`src/design/cmf_pkg.sv`:
```
/*
 * package for the CAN mode and filter control block: register offsets,
 * field positions, reset values, mode codes and the carrier struct.
 * assumes an AXI4-Lite master with 32-bit data and a 20 MHz clock.
 */
package cmf_pkg;

  // register byte offsets
  localparam logic [3:0] CTRL_OFF   = 4'h0;
  localparam logic [3:0] FEN_OFF    = 4'h4;
  localparam logic [3:0] BUFPNT_OFF = 4'h8;
  localparam logic [3:0] STAT_OFF   = 4'hc;

  // control register field positions
  localparam int IDLE_STOP_BIT = 13;
  localparam int ABORT_BIT     = 12;
  localparam int CLK_SEL_BIT   = 11;
  localparam int REQ_LSB       = 8;
  localparam int STAT_LSB      = 5;
  localparam int CAP_BIT       = 3;
  localparam int WIN_BIT       = 0;

  // reset values
  localparam logic [15:0] FEN_RST    = 16'hffff;
  localparam logic [15:0] BUFPNT_RST = 16'h0000;
  localparam logic [2:0]  REQ_RST    = 3'h4;
  localparam logic [2:0]  STAT_RST   = 3'h4;

  // mode codes shared by request and status
  localparam logic [2:0] MODE_NORMAL = 3'h0;
  localparam logic [2:0] MODE_DIS    = 3'h1;
  localparam logic [2:0] MODE_LOOP   = 3'h2;
  localparam logic [2:0] MODE_LISTEN = 3'h3;
  localparam logic [2:0] MODE_CONFIG = 3'h4;
  localparam logic [2:0] MODE_RSV5   = 3'h5;
  localparam logic [2:0] MODE_RSV6   = 3'h6;
  localparam logic [2:0] MODE_LALL   = 3'h7;

  // bus idle: recessive bits in a row
  localparam int IDLE_BITS = 11;

  // axi response codes
  localparam logic [1:0] RESP_OKAY   = 2'h0;
  localparam logic [1:0] RESP_SLVERR = 2'h2;

  // steering outputs toward the protocol engine
  typedef struct packed {
    logic [2:0]  mode;
    logic        abort_req;
    logic        clk_double;
    logic        stopped;
    logic        capture_en;
    logic        window_filters;
    logic [15:0] filter_en;
    logic [15:0] buf_ptr;
  } cmf_ctrl_s;

endpackage

```
`src/design/cmf_top.sv`:
```
/*
 * CAN mode and filter control registers with an AXI4-Lite slave.
 * assumes the protocol engine supplies a bit strobe, the sampled bus
 * level on the same clock, the per-buffer abort status and rx events.
 */
`timescale 1ns/100ps
`default_nettype none

module cmf_top #(
  parameter int TX_BUFS = 8
) (
  // clock, reset, enable
  input  wire logic               clk,
  input  wire logic               rst,
  input  wire logic               ce,
  // axi4-lite write address, data and response
  input  wire logic [3:0]         s_awaddr,
  input  wire logic               s_awvalid,
  output var  logic               s_awready,
  input  wire logic [31:0]        s_wdata,
  input  wire logic [3:0]         s_wstrb,
  input  wire logic               s_wvalid,
  output var  logic               s_wready,
  output var  logic [1:0]         s_bresp,
  output var  logic               s_bvalid,
  input  wire logic               s_bready,
  // axi4-lite read
  input  wire logic [3:0]         s_araddr,
  input  wire logic               s_arvalid,
  output var  logic               s_arready,
  output var  logic [31:0]        s_rdata,
  output var  logic [1:0]         s_rresp,
  output var  logic               s_rvalid,
  input  wire logic               s_rready,
  // protocol engine side
  input  wire logic               bit_tick,
  input  wire logic               bus_recessive,
  input  wire logic               device_idle,
  input  wire logic [TX_BUFS-1:0] tx_pending,
  input  wire logic               rx_done,
  // steering outputs
  output var  cmf_pkg::cmf_ctrl_s ctrl,
  output var  logic               capture_evt
);

  logic [15:0] ctrl_q;
  logic [15:0] fen_q;
  logic [15:0] bufpnt_q;
  logic [2:0]  mode_q;
  logic [3:0]  idle_cnt_q;
  logic        bus_idle;
  logic [3:0]  aw_addr_q;
  logic [31:0] w_data_q;
  logic [3:0]  w_strb_q;
  logic        aw_have_q;
  logic        w_have_q;
  logic        do_write;
  logic        abort_done;
  logic [15:0] wmask;
  logic [31:0] rd_word;
  logic        rd_hit;

  // write channel capture, either order
  always_ff @(posedge clk) begin
    if (rst) begin
      aw_have_q <= 1'b0;
      w_have_q  <= 1'b0;
      aw_addr_q <= 4'h0;
      w_data_q  <= 32'h0;
      w_strb_q  <= 4'h0;
    end else if (ce) begin
      if (s_awvalid && s_awready) begin
        aw_have_q <= 1'b1;
        aw_addr_q <= s_awaddr;
      end else if (do_write) begin
        aw_have_q <= 1'b0;
      end
      if (s_wvalid && s_wready) begin
        w_have_q <= 1'b1;
        w_data_q <= s_wdata;
        w_strb_q <= s_wstrb;
      end else if (do_write) begin
        w_have_q <= 1'b0;
      end
    end
  end

  assign do_write = aw_have_q && w_have_q && !s_bvalid;
  assign wmask    = {{8{w_strb_q[1]}}, {8{w_strb_q[0]}}};

  // ready flags and write response
  always_ff @(posedge clk) begin
    if (rst) begin
      s_awready <= 1'b0;
      s_wready  <= 1'b0;
      s_bvalid  <= 1'b0;
      s_bresp   <= cmf_pkg::RESP_OKAY;
    end else if (ce) begin
      s_awready <= !aw_have_q && !(s_awvalid && s_awready);
      s_wready  <= !w_have_q && !(s_wvalid && s_wready);
      if (do_write) begin
        s_bvalid <= 1'b1;
        s_bresp  <= (aw_addr_q == cmf_pkg::STAT_OFF || aw_addr_q > cmf_pkg::STAT_OFF) ?
                    cmf_pkg::RESP_SLVERR : cmf_pkg::RESP_OKAY;
      end else if (s_bready) begin
        s_bvalid <= 1'b0;
      end
    end
  end

  // bus idle counter over recessive bits
  // eleven recessive bits
  always_ff @(posedge clk) begin
    if (rst) begin
      idle_cnt_q <= 4'h0;
    end else if (ce && bit_tick) begin
      if (!bus_recessive) begin
        idle_cnt_q <= 4'h0;
      end else if (idle_cnt_q < 4'(cmf_pkg::IDLE_BITS)) begin
        idle_cnt_q <= idle_cnt_q + 4'h1;
      end
    end
  end

  assign bus_idle   = (idle_cnt_q == 4'(cmf_pkg::IDLE_BITS));
  assign abort_done = ~|tx_pending;

  // control register: software writes, abort self-clear
  always_ff @(posedge clk) begin
    if (rst) begin
      ctrl_q <= {2'b00, 1'b0, 1'b0, 1'b0, cmf_pkg::REQ_RST, 8'h00};
    end else if (ce) begin
      if (do_write && aw_addr_q == cmf_pkg::CTRL_OFF) begin
        // writable fields only, status bits kept out
        ctrl_q <= (w_data_q[15:0] & wmask & 16'h3f09) | (ctrl_q & ~(wmask & 16'h3f09));
      end else if (ctrl_q[cmf_pkg::ABORT_BIT] && abort_done) begin
        ctrl_q[cmf_pkg::ABORT_BIT] <= 1'b0;
      end
    end
  end

  // mode status follows request only when bus idle
  always_ff @(posedge clk) begin
    if (rst) begin
      mode_q <= cmf_pkg::STAT_RST;
    end else if (ce) begin
      if (bus_idle && ctrl_q[10:8] != cmf_pkg::MODE_RSV5 &&
          ctrl_q[10:8] != cmf_pkg::MODE_RSV6) begin
        mode_q <= ctrl_q[10:8];
      end
    end
  end

  // filter enable and buffer pointer registers
  always_ff @(posedge clk) begin
    if (rst) begin
      fen_q    <= cmf_pkg::FEN_RST;
      bufpnt_q <= cmf_pkg::BUFPNT_RST;
    end else if (ce && do_write) begin
      if (aw_addr_q == cmf_pkg::FEN_OFF) begin
        fen_q <= (w_data_q[15:0] & wmask) | (fen_q & ~wmask);
      end
      if (aw_addr_q == cmf_pkg::BUFPNT_OFF) begin
        bufpnt_q <= (w_data_q[15:0] & wmask) | (bufpnt_q & ~wmask);
      end
    end
  end

  // read mux, status in bits 7:5
  always_comb begin
    rd_word = 32'h0;
    rd_hit  = 1'b1;
    unique case (s_araddr)
      cmf_pkg::CTRL_OFF:   rd_word = {16'h0, ctrl_q[15:8], mode_q, ctrl_q[4:0]};
      cmf_pkg::FEN_OFF:    rd_word = {16'h0, fen_q};
      cmf_pkg::BUFPNT_OFF: rd_word = {16'h0, bufpnt_q};
      cmf_pkg::STAT_OFF:   rd_word = {27'h0, bus_idle, idle_cnt_q};
      default:             rd_hit  = 1'b0;
    endcase
  end

  // read channel
  always_ff @(posedge clk) begin
    if (rst) begin
      s_arready <= 1'b0;
      s_rvalid  <= 1'b0;
      s_rdata   <= 32'h0;
      s_rresp   <= cmf_pkg::RESP_OKAY;
    end else if (ce) begin
      s_arready <= !s_rvalid && !(s_arvalid && s_arready);
      if (s_arvalid && s_arready) begin
        s_rvalid <= 1'b1;
        s_rdata  <= rd_word;
        s_rresp  <= rd_hit ? cmf_pkg::RESP_OKAY : cmf_pkg::RESP_SLVERR;
      end else if (s_rready) begin
        s_rvalid <= 1'b0;
      end
    end
  end

  // steering outputs, registered
  always_ff @(posedge clk) begin
    if (rst) begin
      ctrl        <= '0;
      capture_evt <= 1'b0;
    end else if (ce) begin
      ctrl.mode           <= mode_q;
      ctrl.abort_req      <= ctrl_q[cmf_pkg::ABORT_BIT];
      ctrl.clk_double     <= ctrl_q[cmf_pkg::CLK_SEL_BIT];
      ctrl.stopped        <= ctrl_q[cmf_pkg::IDLE_STOP_BIT] && device_idle;
      ctrl.capture_en     <= ctrl_q[cmf_pkg::CAP_BIT];
      ctrl.window_filters <= ctrl_q[cmf_pkg::WIN_BIT];
      ctrl.filter_en      <= fen_q;
      ctrl.buf_ptr        <= bufpnt_q;
      capture_evt         <= rx_done && ctrl_q[cmf_pkg::CAP_BIT] &&
                             !(ctrl_q[cmf_pkg::IDLE_STOP_BIT] && device_idle);
    end
  end
endmodule

`default_nettype wire

```
`config.mk`:
```
export PLATFORM = sky130hd
export DESIGN_NAME = cmf_top
export DESIGN_NICKNAME = d
export VERILOG_FILES = /design/src/design/cmf_pkg.sv /design/src/design/cmf_top.sv
export SDC_FILE = /design/constraint.sdc
export NUM_CORES = 1
export LEC_CHECK = 0
export ABC_AREA = 1
export BUFFER_PORTS_ARGS = -buffer_cell sky130_fd_sc_hd__buf_2
export CORE_ASPECT_RATIO = 0.6
export CORE_UTILIZATION = 25
export CTS_CLUSTER_SIZE = 40
export DETAILED_ROUTE_END_ITERATION = 16
export HOLD_SLACK_MARGIN = 0.1
export SYNTH_ARGS = -nofsm -noshare
export SYNTH_HDL_FRONTEND = slang
export SYNTH_SLANG_ARGS = --single-unit
export TNS_END_PERCENT = 20
```
`constraint.sdc`:
```
create_clock -name clk -period 1.16 [get_ports clk]
set_input_delay 0.174 -clock clk [delete_from_list [all_inputs] [get_ports clk]]
set_output_delay 0.174 -clock clk [all_outputs]
set_load 0.02 [all_outputs]
```
## Yosys cells after proc, flatten, opt, wreduce, memory -nomap -nowiden

Index checks and enable logic that the tools add are counted.

- Flip-flop bits (word level): 161
- Input port bits: 64
- Output and inout bits: 82
- Logic and storage cells: 115

- Add/subtract/negate cells: 1
- Magnitude comparators: 2
- Equal/unequal tests: 10
- Mux-type cells: 15
- Bitwise operators: 9
- Reductions and logical operators: 50

Operator list:

| cell | count |
|---|---|
| 16-bit bitwise AND | 4 |
| 16-bit one-hot mux with 4 select lines | 1 |
| 16-bit bitwise OR | 2 |
| 2-bit AND reduction | 14 |
| 4-bit == test (second input constant) | 5 |
| 1-bit logical AND | 17 |
| 14-bit inverter with 16-bit output | 1 |
| 16-bit inverter | 1 |
| 14-bit by 16-bit bitwise OR with 16-bit output | 1 |
| 1-bit 2-to-1 mux | 10 |
| 2-bit nonzero test | 5 |
| 1-bit logical NOT | 9 |
| 4-bit by 3-bit == test with 1-bit output (second input constant) | 2 |
| 4-bit logical NOT | 2 |
| 4-bit 2-to-1 mux | 2 |
| 8-bit OR reduction | 1 |
| 3-bit != test (second input constant) | 2 |
| 4-bit by 1-bit adder with 4-bit output (second input constant) | 1 |
| 4-bit > comparator (second input constant) | 1 |
| 4-bit < comparator (second input constant) | 1 |
| 2-bit 2-to-1 mux | 2 |
| 4-bit OR reduction | 1 |
| 2-bit by 1-bit != test with 1-bit output (second input constant) | 1 |
| 1-bit logical OR | 1 |

## Depth between registers and ports, before layout

Gate-level depths: netlist of run 1.

- Depth in word-level cells: 5
- Depth in mapped cells: 9
- Depth with buffers taken out: 9

## Worst setup path before layout of run 1

OpenSTA, ideal clock, no wires.

- Kind: register to register
- Start point: register s_bvalid
- End point: register (tool-made name)
- Arrival time: 1,181 ps
- Data required time: 1,044 ps
- Slack: -137 ps
- Stages on the path, launching flop included: 8
- Buffers on the path: 1
- Cell sequence: dfxtp_1 -> inv_1 -> nand3_4 -> nor2_8 -> nand2_8 -> buf_6 -> nor3_2 -> nor2_1

RTL lines:

| element | RTL line | source |
|---|---|---|
| from (decl) | cmf_top.sv:25 | `output var logic s_bvalid,` |
| from (signal assigned) | cmf_top.sv:96 | `s_bvalid <= 1'b0;` |
| from (signal assigned) | cmf_top.sv:102 | `s_bvalid <= 1'b1;` |
| from (signal assigned) | cmf_top.sv:106 | `s_bvalid <= 1'b0;` |

==> metrics.md, run 1 <==
| Metric | Value |
|---|---|
| Outcome | finished with violations |
| Failing checks | setup timing |
| CTS Buf Count | 17 |
| Top cells by count, synth | 157 x nor2_1, 135 x dfxtp_1, 116 x nand2_1 |
| CP startpoint kind | register |
| Cell Area, Placed | 6820 µm² |
| Fin crit period | 1.26 ns |
| Clock Skew | 0.0107 ns |
| DRC viols | 0 |
| Layout Nets | 988 |
| Number of port buffers | 109 |
| Initial DRC Count | 454 |
| CTS tree | built |
| Die Width | 196 µm |
| CTS Sinks | 135 |
| Cell count after synthesis | 740 |
| Final setup margin | -0.101 ns |
| Starting Density | 25.5% |
| Max-cap violations | 0 |
| Synth Cell Area | 5620 µm² |
| Clock-pin slew on the worst setup and hold paths | 0.06 ns |
| Total Wirelength | 18600 µm |
| Pin count of the biggest net entering global routing | 43 |
| Leak Pwr | 3.58 nW |
| Ranking of synthesized cells by area | dfxtp_1 48%, nor2_1 10%, nand2_1 7.7%, o21ai_0 7.2%, nand3_1 6.7% |
| Worst-path cell chain | inv_4, nand3_4, nor2_8, nand2_8, nor2_4, nand2_1, nand2_1, nor2_1 |
| Die Y | 118 µm |
| Dpl hpwl | 13700 µm |
| Worst-path fanout max | 6 |
| Vias per inst | 4.56 |
| Hold Fails Final Rpt | 0 |
| Ports | 146 |
| Die area | 23100 µm² |
| Finished layout cell area | 8040 µm² |
| Clock root cell | clkbuf_16 |
| Placed cells | 1158 |
| Layout area overhead | 43.1% |
| CP max stage cell | dfxtp_4 |
| Sequential share of the synthesized area | 48.1% |
| Initial antenna violation count | 0 |
| TritonRoute pass-1 iters | 5 |
| Vias in the first global route | 5171 |
| Skew-Pair Late Insertion Delay | 0.42 ns |
| Period Utilization, post-route | 109% |
| Syn avg cell area | 7.60 µm² |
| Finished Layout Cells | 1222 |
| Post-synth EDFFs | 0 |
| Clock tree buffer depth | 2 |
| Total GRT Usage | 16.5% |
| Antenna diodes | 0 |
| RSZ-0062 raised after global routing | yes |
| WP data required | 1.48 ns |
| Yosys warning count | 0 |
| DR WL/cell | 15.2 µm |
| Max Clock Freq | 793 MHz |
| Final Slew Violations | 0 |
| Fillers | 2278 |
| Final setup fails | 45 |
| Routed Antenna Nets | 0 |
| Netlist cell types | 36 |
| RePlAce Congestion | 0.864 |
| Fraction of layout cells with a size suffix above 1 | 31.7% |
| # rows | 42 |
| Prevailing post-synth register cell | dfxtp_1 |
| PwrDens | 1470 nW/µm² |
| Peak supply drop | 954 µV |
| First-pass GRT wire length | 29000 µm |
| Crit-path max cell delay | 0.35 ns |
| Worst hold-check path type | input pin to register |
| Yosys top cell area share | 48.1% |
| CP dominant cell by count | nand2_1 |
| Placeable Area | 22000 µm² |
| Most frequent cell after synthesis | nor2_1 |
| Synth async-reset ratio | 0% |
| Data arrival time of the worst path | 1.58 ns |
| Clock H-tree levels | 4 |
| WS Path Type | register to register |
| Post-synthesis register bit count | 135 |
| Critical Path Sink Type | register |
| Via count | 5573 |
| Cell taking the most area after synthesis | dfxtp_1 |
| Grt ovf | 0 |
==> final cells by class <==
class                   instances  area, µm²  area share [%]
inverters                      29        126            1.57
flip-flops and latches        135       2720            33.8
clock inverters                11        170            2.12
well taps                     286        358            4.45
multi-input cells             540       2780            34.5
clock buffers                  21        472            5.86
repair buffers                200       1420            17.7
==> per-stage QoR <==
step | TNS (ns) | worst slack [ns] | util, % | hold WS (ns) | power (mW)
after floorplan | -0.589 | -0.0637 | - | 0.309 | 5.55
after global placement | -4.43 | -0.192 | 31.0 | 0.403 | 5.95
after detailed placement | -4.82 | -0.246 | 31.0 | 0.405 | 5.96
after CTS | -2.02 | -0.0810 | 35.8 | 0.108 | 11.9
after global routing | -6.75 | -0.205 | 36.5 | 0.147 | 12.3
final | -2.60 | -0.101 | 36.5 | 0.101 | 11.8
==> worst max-delay path, delay by kind of cell (launching register included) <==
| family | cells | cell delay, ns |
|---|---|---|
| buffers and inverters | 1 | 0.06 |
| DFF | 1 | 0.35 |
| and+or+nand+nor | 7 | 0.74 |
==> power by group <==
group	internal (mW)	leakage [nW]	switching [mW]	total (mW)
Combinational	0.423	2.17	0.685	1.11
Sequential	4.77	1.10	0.108	4.88
Clock	3.78	0.304	2.07	5.85
==> layer usage <==
layer / vias to the layer above / share of wire [%] / wire [µm] / track usage (%)
met1: 2579 / 51 / 9440 / 24.7
met2: 185 / 40 / 7380 / 22.3
met4: 0 / 1.0 / 189 / 4.23
li1: 2791 / - / - / -
met5: - / 0 / 0 / 0
met3: 18 / 8.7 / 1610 / 5.45
==> path summary, 6_finish.rpt <==
check / start / end / slack, ns / cells after the start
setup reg to reg: s_bvalid / register / -0.10 / 8
setup / recovery: s_bvalid / register / -0.10 / 8
hold reg to reg: ctrl[33] / ctrl[33] / 0.46 / 2
hold / removal: s_wstrb[0] / w_strb_q[0] / 0.10 / 3
==> logic make-up after synthesis <==
group	after synthesis	synth area share (%)
simple gates	387	31.8
other cells	1	0.0667
compound gates	131	12.0
flops	135	48.1
fa+ha+maj	1	0.223
buf+inv	85	7.86
==> cell usage in the layout (no fill, tap or decap), types with 8 or more instances in the layout <==
| cell type | instances |
|---|---|
| conb_1 | 18 |
| clkbuf_16 | 18 |
| inv_1 | 13 |
| buf_2 | 101 |
| o21ai_0 | 65 |
| a21oi_1 | 33 |
| nor3_2 | 11 |
| dfxtp_2 | 8 |
| nand3_1 | 70 |
| buf_6 | 8 |
| inv_2 | 11 |
| nand2_1 | 108 |
| dfxtp_1 | 126 |
| dlygate4sd3_1 | 23 |
| nor2_1 | 151 |
| buf_4 | 59 |
| nor2_4 | 8 |
| o21ai_1 | 18 |
==> repair_timing <==
action,in CTS,in global routing
hold endpoints to repair,24,0
gates resized for setup,46,50
cloned,3,0
pin swaps,11,11
buffers inserted,5,1
hold buffers,23,0
setup endpoints to repair,49,78
Note: power is estimated with default switching activity, not from simulation.
==> inputs of run 2 (changes only) <==
--- a/config.mk
+++ b/config.mk
@@ -8,10 +8,11 @@
 export ABC_AREA = 1
 export BUFFER_PORTS_ARGS = -buffer_cell sky130_fd_sc_hd__buf_2
 export CORE_ASPECT_RATIO = 0.6
-export CORE_UTILIZATION = 25
+export CORE_UTILIZATION = 45
 export CTS_CLUSTER_SIZE = 40
 export DETAILED_ROUTE_END_ITERATION = 16
 export HOLD_SLACK_MARGIN = 0.1
+export PLACE_DENSITY = 0.72
 export SYNTH_ARGS = -nofsm -noshare
 export SYNTH_HDL_FRONTEND = slang
 export SYNTH_SLANG_ARGS = --single-unit
==> run 2 against run 1 <==
Compared with the run above:
- the run still ends with setup timing left
- setup slack got worse by 0.052 ns
- fmax fell by 3.9%
- register-to-register slack got worse by 0.05 ns
- total power barely moved
- global-route usage rose by 9.8 points
- via count rose by 0.45%
- critical path depth fell by 2
- clock power barely moved
- combinational power barely moved
- sequential cell count did not move
- critical path type unchanged
- largest cell class is now flip-flops and latches
- largest power group unchanged
==> metrics.md, run 2 (synthesis results as in run 1) <==
| Metric | Value |
|---|---|
| Outcome | finished with violations |
| Failing checks | setup timing |
| WS Path Type | register to register |
| Leak Pwr | 3.57 nW (-0.49%) |
| Worst-path fanout max | 8 (+2) |
| Placed cells | 1023 (-12%) |
| Skew-Pair Late Insertion Delay | 0.42 ns (about the same) |
| Total Wirelength | 16800 µm (-10%) |
| Vias in the first global route | 4917 (-4.9%) |
| Clock-pin slew on the worst setup and hold paths | 0.06 ns (about the same) |
| CTS Buf Count | 17 (unchanged) |
| Max Clock Freq | 762 MHz (-3.9%) |
| Cell Area, Placed | 6620 µm² (-3.0%) |
| Antenna diodes | 0 (unchanged) |
| Clock Skew | 0.00805 ns (-0.00261 ns) |
| Grt ovf | 0 (unchanged) |
| Dpl hpwl | 11400 µm (-17%) |
| Commonest non-fill, non-tap cell in the layout | nor2_1 |
| Hold path start | device_idle |
| WHS Endpoint | ctrl[34] |
| Final Slew Violations | 0 (unchanged) |
| Fraction of layout cells with a size suffix above 1 | 29.7% (-2.0 points) |
| Worst r2r path cells | 6 (-2) |
| Ports | 146 (unchanged) |
| Power Total | 11.8 mW (about the same) |
| CTS tree | built |
| Starting Density | 46.4% (+21 points) |
| Period Utilization, post-route | 113% (+4.4 points) |
| WP data required | 1.46 ns (-0.02 ns) |
| Worst r2r src | s_bvalid |
| Finished Layout Cells | 1090 (-11%) |
| CP startpoint kind | register |
| Hold Fails Final Rpt | 0 (unchanged) |
| Clock root cell | clkbuf_16 |
| Layout Nets | 977 (-1.1%) |
| Vias per inst | 5.14 (+13%) |
| Clock tree buffer depth | 2 (unchanged) |
| TNS Setup | -3.88 ns (-1.28 ns) |
| Most frequent cells in the layout | 153 x nor2_1, 124 x dfxtp_1, 112 x nand2_1, 104 x buf_2, 71 x nand3_1 |
| Placeable Area | 12100 µm² (-45%) |
| Initial DRC Count | 528 (+16%) |
| Layout area overhead | 39.0% |
| RePlAce Congestion | 0.917 (+6.1%) |
| Data arrival time of the worst path | 1.61 ns (+0.03 ns) |
| PwrDens | 1520 nW/µm² (+3.1%) |
| Fin crit period | 1.31 ns (+0.0515 ns) |
| Number of port buffers | 109 (unchanged) |
| # rows | 31 (-26%) |
| Finished layout cell area | 7810 µm² (-2.9%) |
| Die Y | 88.6 µm (-25%) |
| TritonRoute pass-1 iters | 6 (+1) |
| Post-layout util | 64.5% (+28 points) |
| Final setup margin | -0.153 ns (-0.0515 ns) |
| DRC viols | 0 (unchanged) |
| Critical Path Sink Type | register |
| Initial antenna violation count | 0 (unchanged) |
| Total GRT Usage | 26.3% (+9.8 points) |
| Pin count of the biggest net entering global routing | 43 (unchanged) |
| RSZ-0062 raised after global routing | yes |
| Routed Antenna Nets | 0 (unchanged) |
| First-pass GRT wire length | 25900 µm (-11%) |
| Peak supply drop | 1020 µV (+7.3%) |
| Clock H-tree levels | 4 (unchanged) |
| Worst hold-check path type | input pin to register |
| Final setup fails | 41 (-8.9%) |
| Hold Path Depth | 3 (unchanged) |
| Reg2reg setup slack | -0.15 ns (-0.05 ns) |
| Max-cap violations | 0 (unchanged) |
| Via count | 5598 (+0.45%) |
| Die area | 13000 µm² (-44%) |
| Die Width | 146 µm (-25%) |
| DR WL/cell | 15.4 µm (+0.86%) |
| CTS Sinks | 135 (unchanged) |
==> run 2: cell types whose count changed in the layout (fill, tap and decap cells not counted), sizes merged <==
cell | before | now
bufinv | 4 | 5
dlygate4sd3 | 23 | 26
nand3 | 79 | 78
clkbuf | 23 | 20
buf | 175 | 164
==> run 2: per-stage QoR <==
stage                     setup slack [ns]  hold slack, ns
final                               -0.153           0.113
after global routing                -0.224           0.110
after CTS                           -0.144           0.110
after detailed placement            -0.197           0.403
after global placement              -0.169           0.397
after floorplan                    -0.0637           0.309
==> run 2: routing by layer <==
metal	vias to the layer above	share of wire (%)	global-route usage, %
met3	21	10	7.47
met1	2583	47	38.6
met4	0	1.3	8.52
met5	-	0	0
li1	2755	-	-
met2	239	41	36.7
==> run 2: how the worst max path moves through the flow <==
stage | startpoint | to | slack, ns | cells after the start
finish | s_bvalid | register | -0.15 | 6
CTS | aw_addr_q[0] | register | -0.14 | 7
detailed placement | aw_addr_q[1] | register | -0.20 | 8
global placement | aw_addr_q[1] | register | -0.17 | 8
global route | aw_addr_q[1] | register | -0.22 | 6
floorplan | s_bvalid | register | -0.06 | 7
==> run 2: cell type report <==
class / count / area (µm²)
fillers: 1016 / 4290
flip-flops and latches: 135 / 2720
multi-input cells: 539 / 2700
repair buffers: 190 / 1410
clock buffers: 20 / 447
well taps: 165 / 206
clock inverters: 12 / 200
inverters: 29 / 126
==> run 2: what timing repair did <==
item | CTS | global route
resized for setup | 43 | 32
buffers inserted | 7 | 0
cloned | 1 | 1
endpoints found under the setup margin | 53 | 66
hold buffers | 26 | 0
endpoints found under the hold margin | 27 | 0
pin swaps | 8 | 11
==> run 2: power by group <==
group / internal [mW] / leakage [nW] / switching (mW)
Sequential: 4.78 / 1.11 / 0.107
Clock: 3.87 / 0.306 / 1.99
Combinational: 0.446 / 2.15 / 0.660
==> run 2: critical path, cell delays in order (launching register included) <==
cell	delay, ns
dfxtp_4	0.35
inv_4	0.06
nand3_4	0.09
nor2_8	0.22
nand2_8	0.13
nor3_1	0.28
nor2_2	0.07
==> inputs of run 3 (changes only) <==
--- a/config.mk
+++ b/config.mk
@@ -13,6 +13,7 @@
 export DETAILED_ROUTE_END_ITERATION = 16
 export HOLD_SLACK_MARGIN = 0.1
 export PLACE_DENSITY = 0.72
+export RECOVER_POWER = 50
 export SYNTH_ARGS = -nofsm -noshare
 export SYNTH_HDL_FRONTEND = slang
 export SYNTH_SLANG_ARGS = --single-unit
==> run 3 against run 2 <==
Compared with the run above:
- register-to-register slack about the same
- the flow still finishes with violations (setup timing)
- setup slack got worse by 0.013 ns
- final cell count unchanged
- via count decreased by 0.59%
- global-route usage unchanged
==> metrics.md, run 3 (synthesis results as in run 1) <==
| Metric | Value |
|---|---|
| Fin crit period | 1.33 ns (+0.0125 ns) |
| M1 WL | 8010 µm (+1.2%) |
| Worst-path fanout max | 8 (unchanged) |
| TNS Setup | -3.91 ns (-0.0374 ns) |
| Number of port buffers | 109 (unchanged) |
| Via count | 5565 (-0.59%) |
| DR WL/cell | 15.4 µm (about the same) |
| Failing checks | setup timing |
| CP max stage cell | dfxtp_4 |
| Clock root cell | clkbuf_16 |
| Finished Layout Cells | 1090 (unchanged) |
| Dpl hpwl | 11400 µm (unchanged) |
| Worst r2r path cells | 6 (unchanged) |
| Layout Nets | 977 (unchanged) |
| Vias per inst | 5.11 (-0.59%) |
| CP startpoint kind | register |
| Power Total | 11.8 mW (about the same) |
| Fillers | 1019 (+0.30%) |
| Crit-path leading delay family | simple AND/OR/NAND/NOR gates |
| WHS Endpoint | ctrl[34] |
| Routed Antenna Nets | 0 (unchanged) |
| TritonRoute pass-1 iters | 5 (-1) |
| Grt ovf | 0 (unchanged) |
| Clock H-tree levels | 4 (unchanged) |
| Cell Area, Placed | 6620 µm² (unchanged) |
| Crit path launch | s_bvalid |
| Data arrival time of the worst path | 1.62 ns (about the same) |
| Hold path start | device_idle |
| Die Width | 146 µm (unchanged) |
| Critical Path Sink Type | register |
| RSZ-0062 raised after global routing | yes |
| Leak Pwr | 3.56 nW (-0.22%) |
| Peak supply drop | 1030 µV (+0.33%) |
| Period Utilization, post-route | 114% (+1.1 points) |
| Die area | 13000 µm² (unchanged) |
| Reg2reg setup slack | -0.17 ns (about the same) |
| Ports | 146 (unchanged) |
| Initial DRC Count | 570 (+8.0%) |
| CTS tree | built |
| PwrDens | 1520 nW/µm² (+0.18%) |
| Commonest non-fill, non-tap cell in the layout | nor2_1 |
| Finished layout cell area | 7790 µm² (-0.24%) |
| Clock Skew | 0.00705 ns (-0.000995 ns) |
| DR WL met3 | 1620 µm (-5.9%) |
| Worst hold-check path type | input pin to register |
| Dpl ws | -0.197 ns (unchanged) |
| Skew-Pair Late Insertion Delay | 0.42 ns (about the same) |
| DR top layer | met4 |
| Fraction of layout cells with a size suffix above 1 | 29.5% (-0.22 points) |
| Pin count of the biggest net entering global routing | 43 (unchanged) |
| Met2 WL | 6890 µm (about the same) |
| Worst-path cell chain | inv_4, nand3_4, nor2_8, nand2_8, nor3_1, nor2_2 |
| CTS Buf Count | 17 (unchanged) |
| RePlAce Congestion | 0.917 (unchanged) |
| Crit-path max cell delay | 0.35 ns (about the same) |
| Antenna diodes | 0 (unchanged) |
| Max-cap violations | 0 (unchanged) |
| Layout area overhead | 38.6% |
| Buf/Inv on CP | 1 (unchanged) |
| Clock tree buffer depth | 2 (unchanged) |
| # rows | 31 (unchanged) |
| Most frequent cells in the layout | 153 x nor2_1, 124 x dfxtp_1, 112 x nand2_1, 104 x buf_2, 71 x nand3_1 |
| DRC viols | 0 (unchanged) |
| Placeable Area | 12100 µm² (unchanged) |
| Hold Path Depth | 3 (unchanged) |
| Max Clock Freq | 755 MHz (-0.95%) |
| Die Y | 88.6 µm (unchanged) |
| Initial antenna violation count | 0 (unchanged) |
| Vias in the first global route | 4917 (unchanged) |
| Placed cells | 1023 (unchanged) |
| CTS Sinks | 135 (unchanged) |
| Worst r2r src | s_bvalid |
| Final setup margin | -0.165 ns (-0.0125 ns) |
| Final Slew Violations | 0 (unchanged) |
| Final setup fails | 42 (+2.4%) |
| Outcome | finished with violations |
| Total Wirelength | 16700 µm (about the same) |
| WS Path Type | register to register |
| Starting Density | 46.4% (unchanged) |
| Clock-pin slew on the worst setup and hold paths | 0.06 ns (about the same) |
| Total GRT Usage | 26.3% (unchanged) |
| WP data required | 1.45 ns (about the same) |
| Hold Fails Final Rpt | 0 (unchanged) |
| First-pass GRT wire length | 25900 µm (unchanged) |
[run 3: cell type report]
class	count	area, µm²	share of cell area, %
multi-input combinational	539	2700	34.7
inverter	29	126	1.62
clock inverter	12	200	2.57
tap	165	206	2.65
sequential	135	2720	34.9
clock buffer	20	447	5.73
timing repair buffer	190	1390	17.9
[run 3: routing by layer]
layer,GRT usage (%),vias to the layer above
met5,0,-
met4,8.52,0
met3,7.47,18
met2,36.7,239
met1,38.6,2555
li1,-,2753
[run 3: tightest hold or removal path, cell delays in order]
cell and delay [ns]:
buf_2 0.10, nand2_1 0.12, a21oi_1 0.08
[run 3: power breakdown]
group	total [mW]	internal, mW	switching (mW)	leakage [nW]
logic	1.10	0.439	0.659	2.15
registers	4.88	4.78	0.107	1.11
clock network	5.86	3.87	2.00	0.306
total	11.8	9.08	2.76	3.56
[run 3: how the worst max path moves through the flow]
stage	end	slack, ns	depth (start not counted)
2_1_floorplan	register	-0.06	7
3_3_place_gp	register	-0.17	8
3_5_place_dp	register	-0.20	8
4_1_cts	register	-0.14	7
5_1_grt	register	-0.22	6
6_report	register	-0.17	6
[run 3: stage by stage]
stage	util [%]	hold slack (ns)
global route	64.4	0.112
floorplan	-	0.309
detailed placement	54.7	0.403
CTS	63.6	0.110
global placement	54.7	0.397
finish	64.4	0.115
[run 3: repair_timing]
item	4_1_cts	5_1_grt
hold endpoints to repair	27	0
buffers inserted	7	0
hold buffers	26	0
setup endpoints to repair	53	66
gates resized for setup	43	32
pin swaps	8	11
cloned	1	1
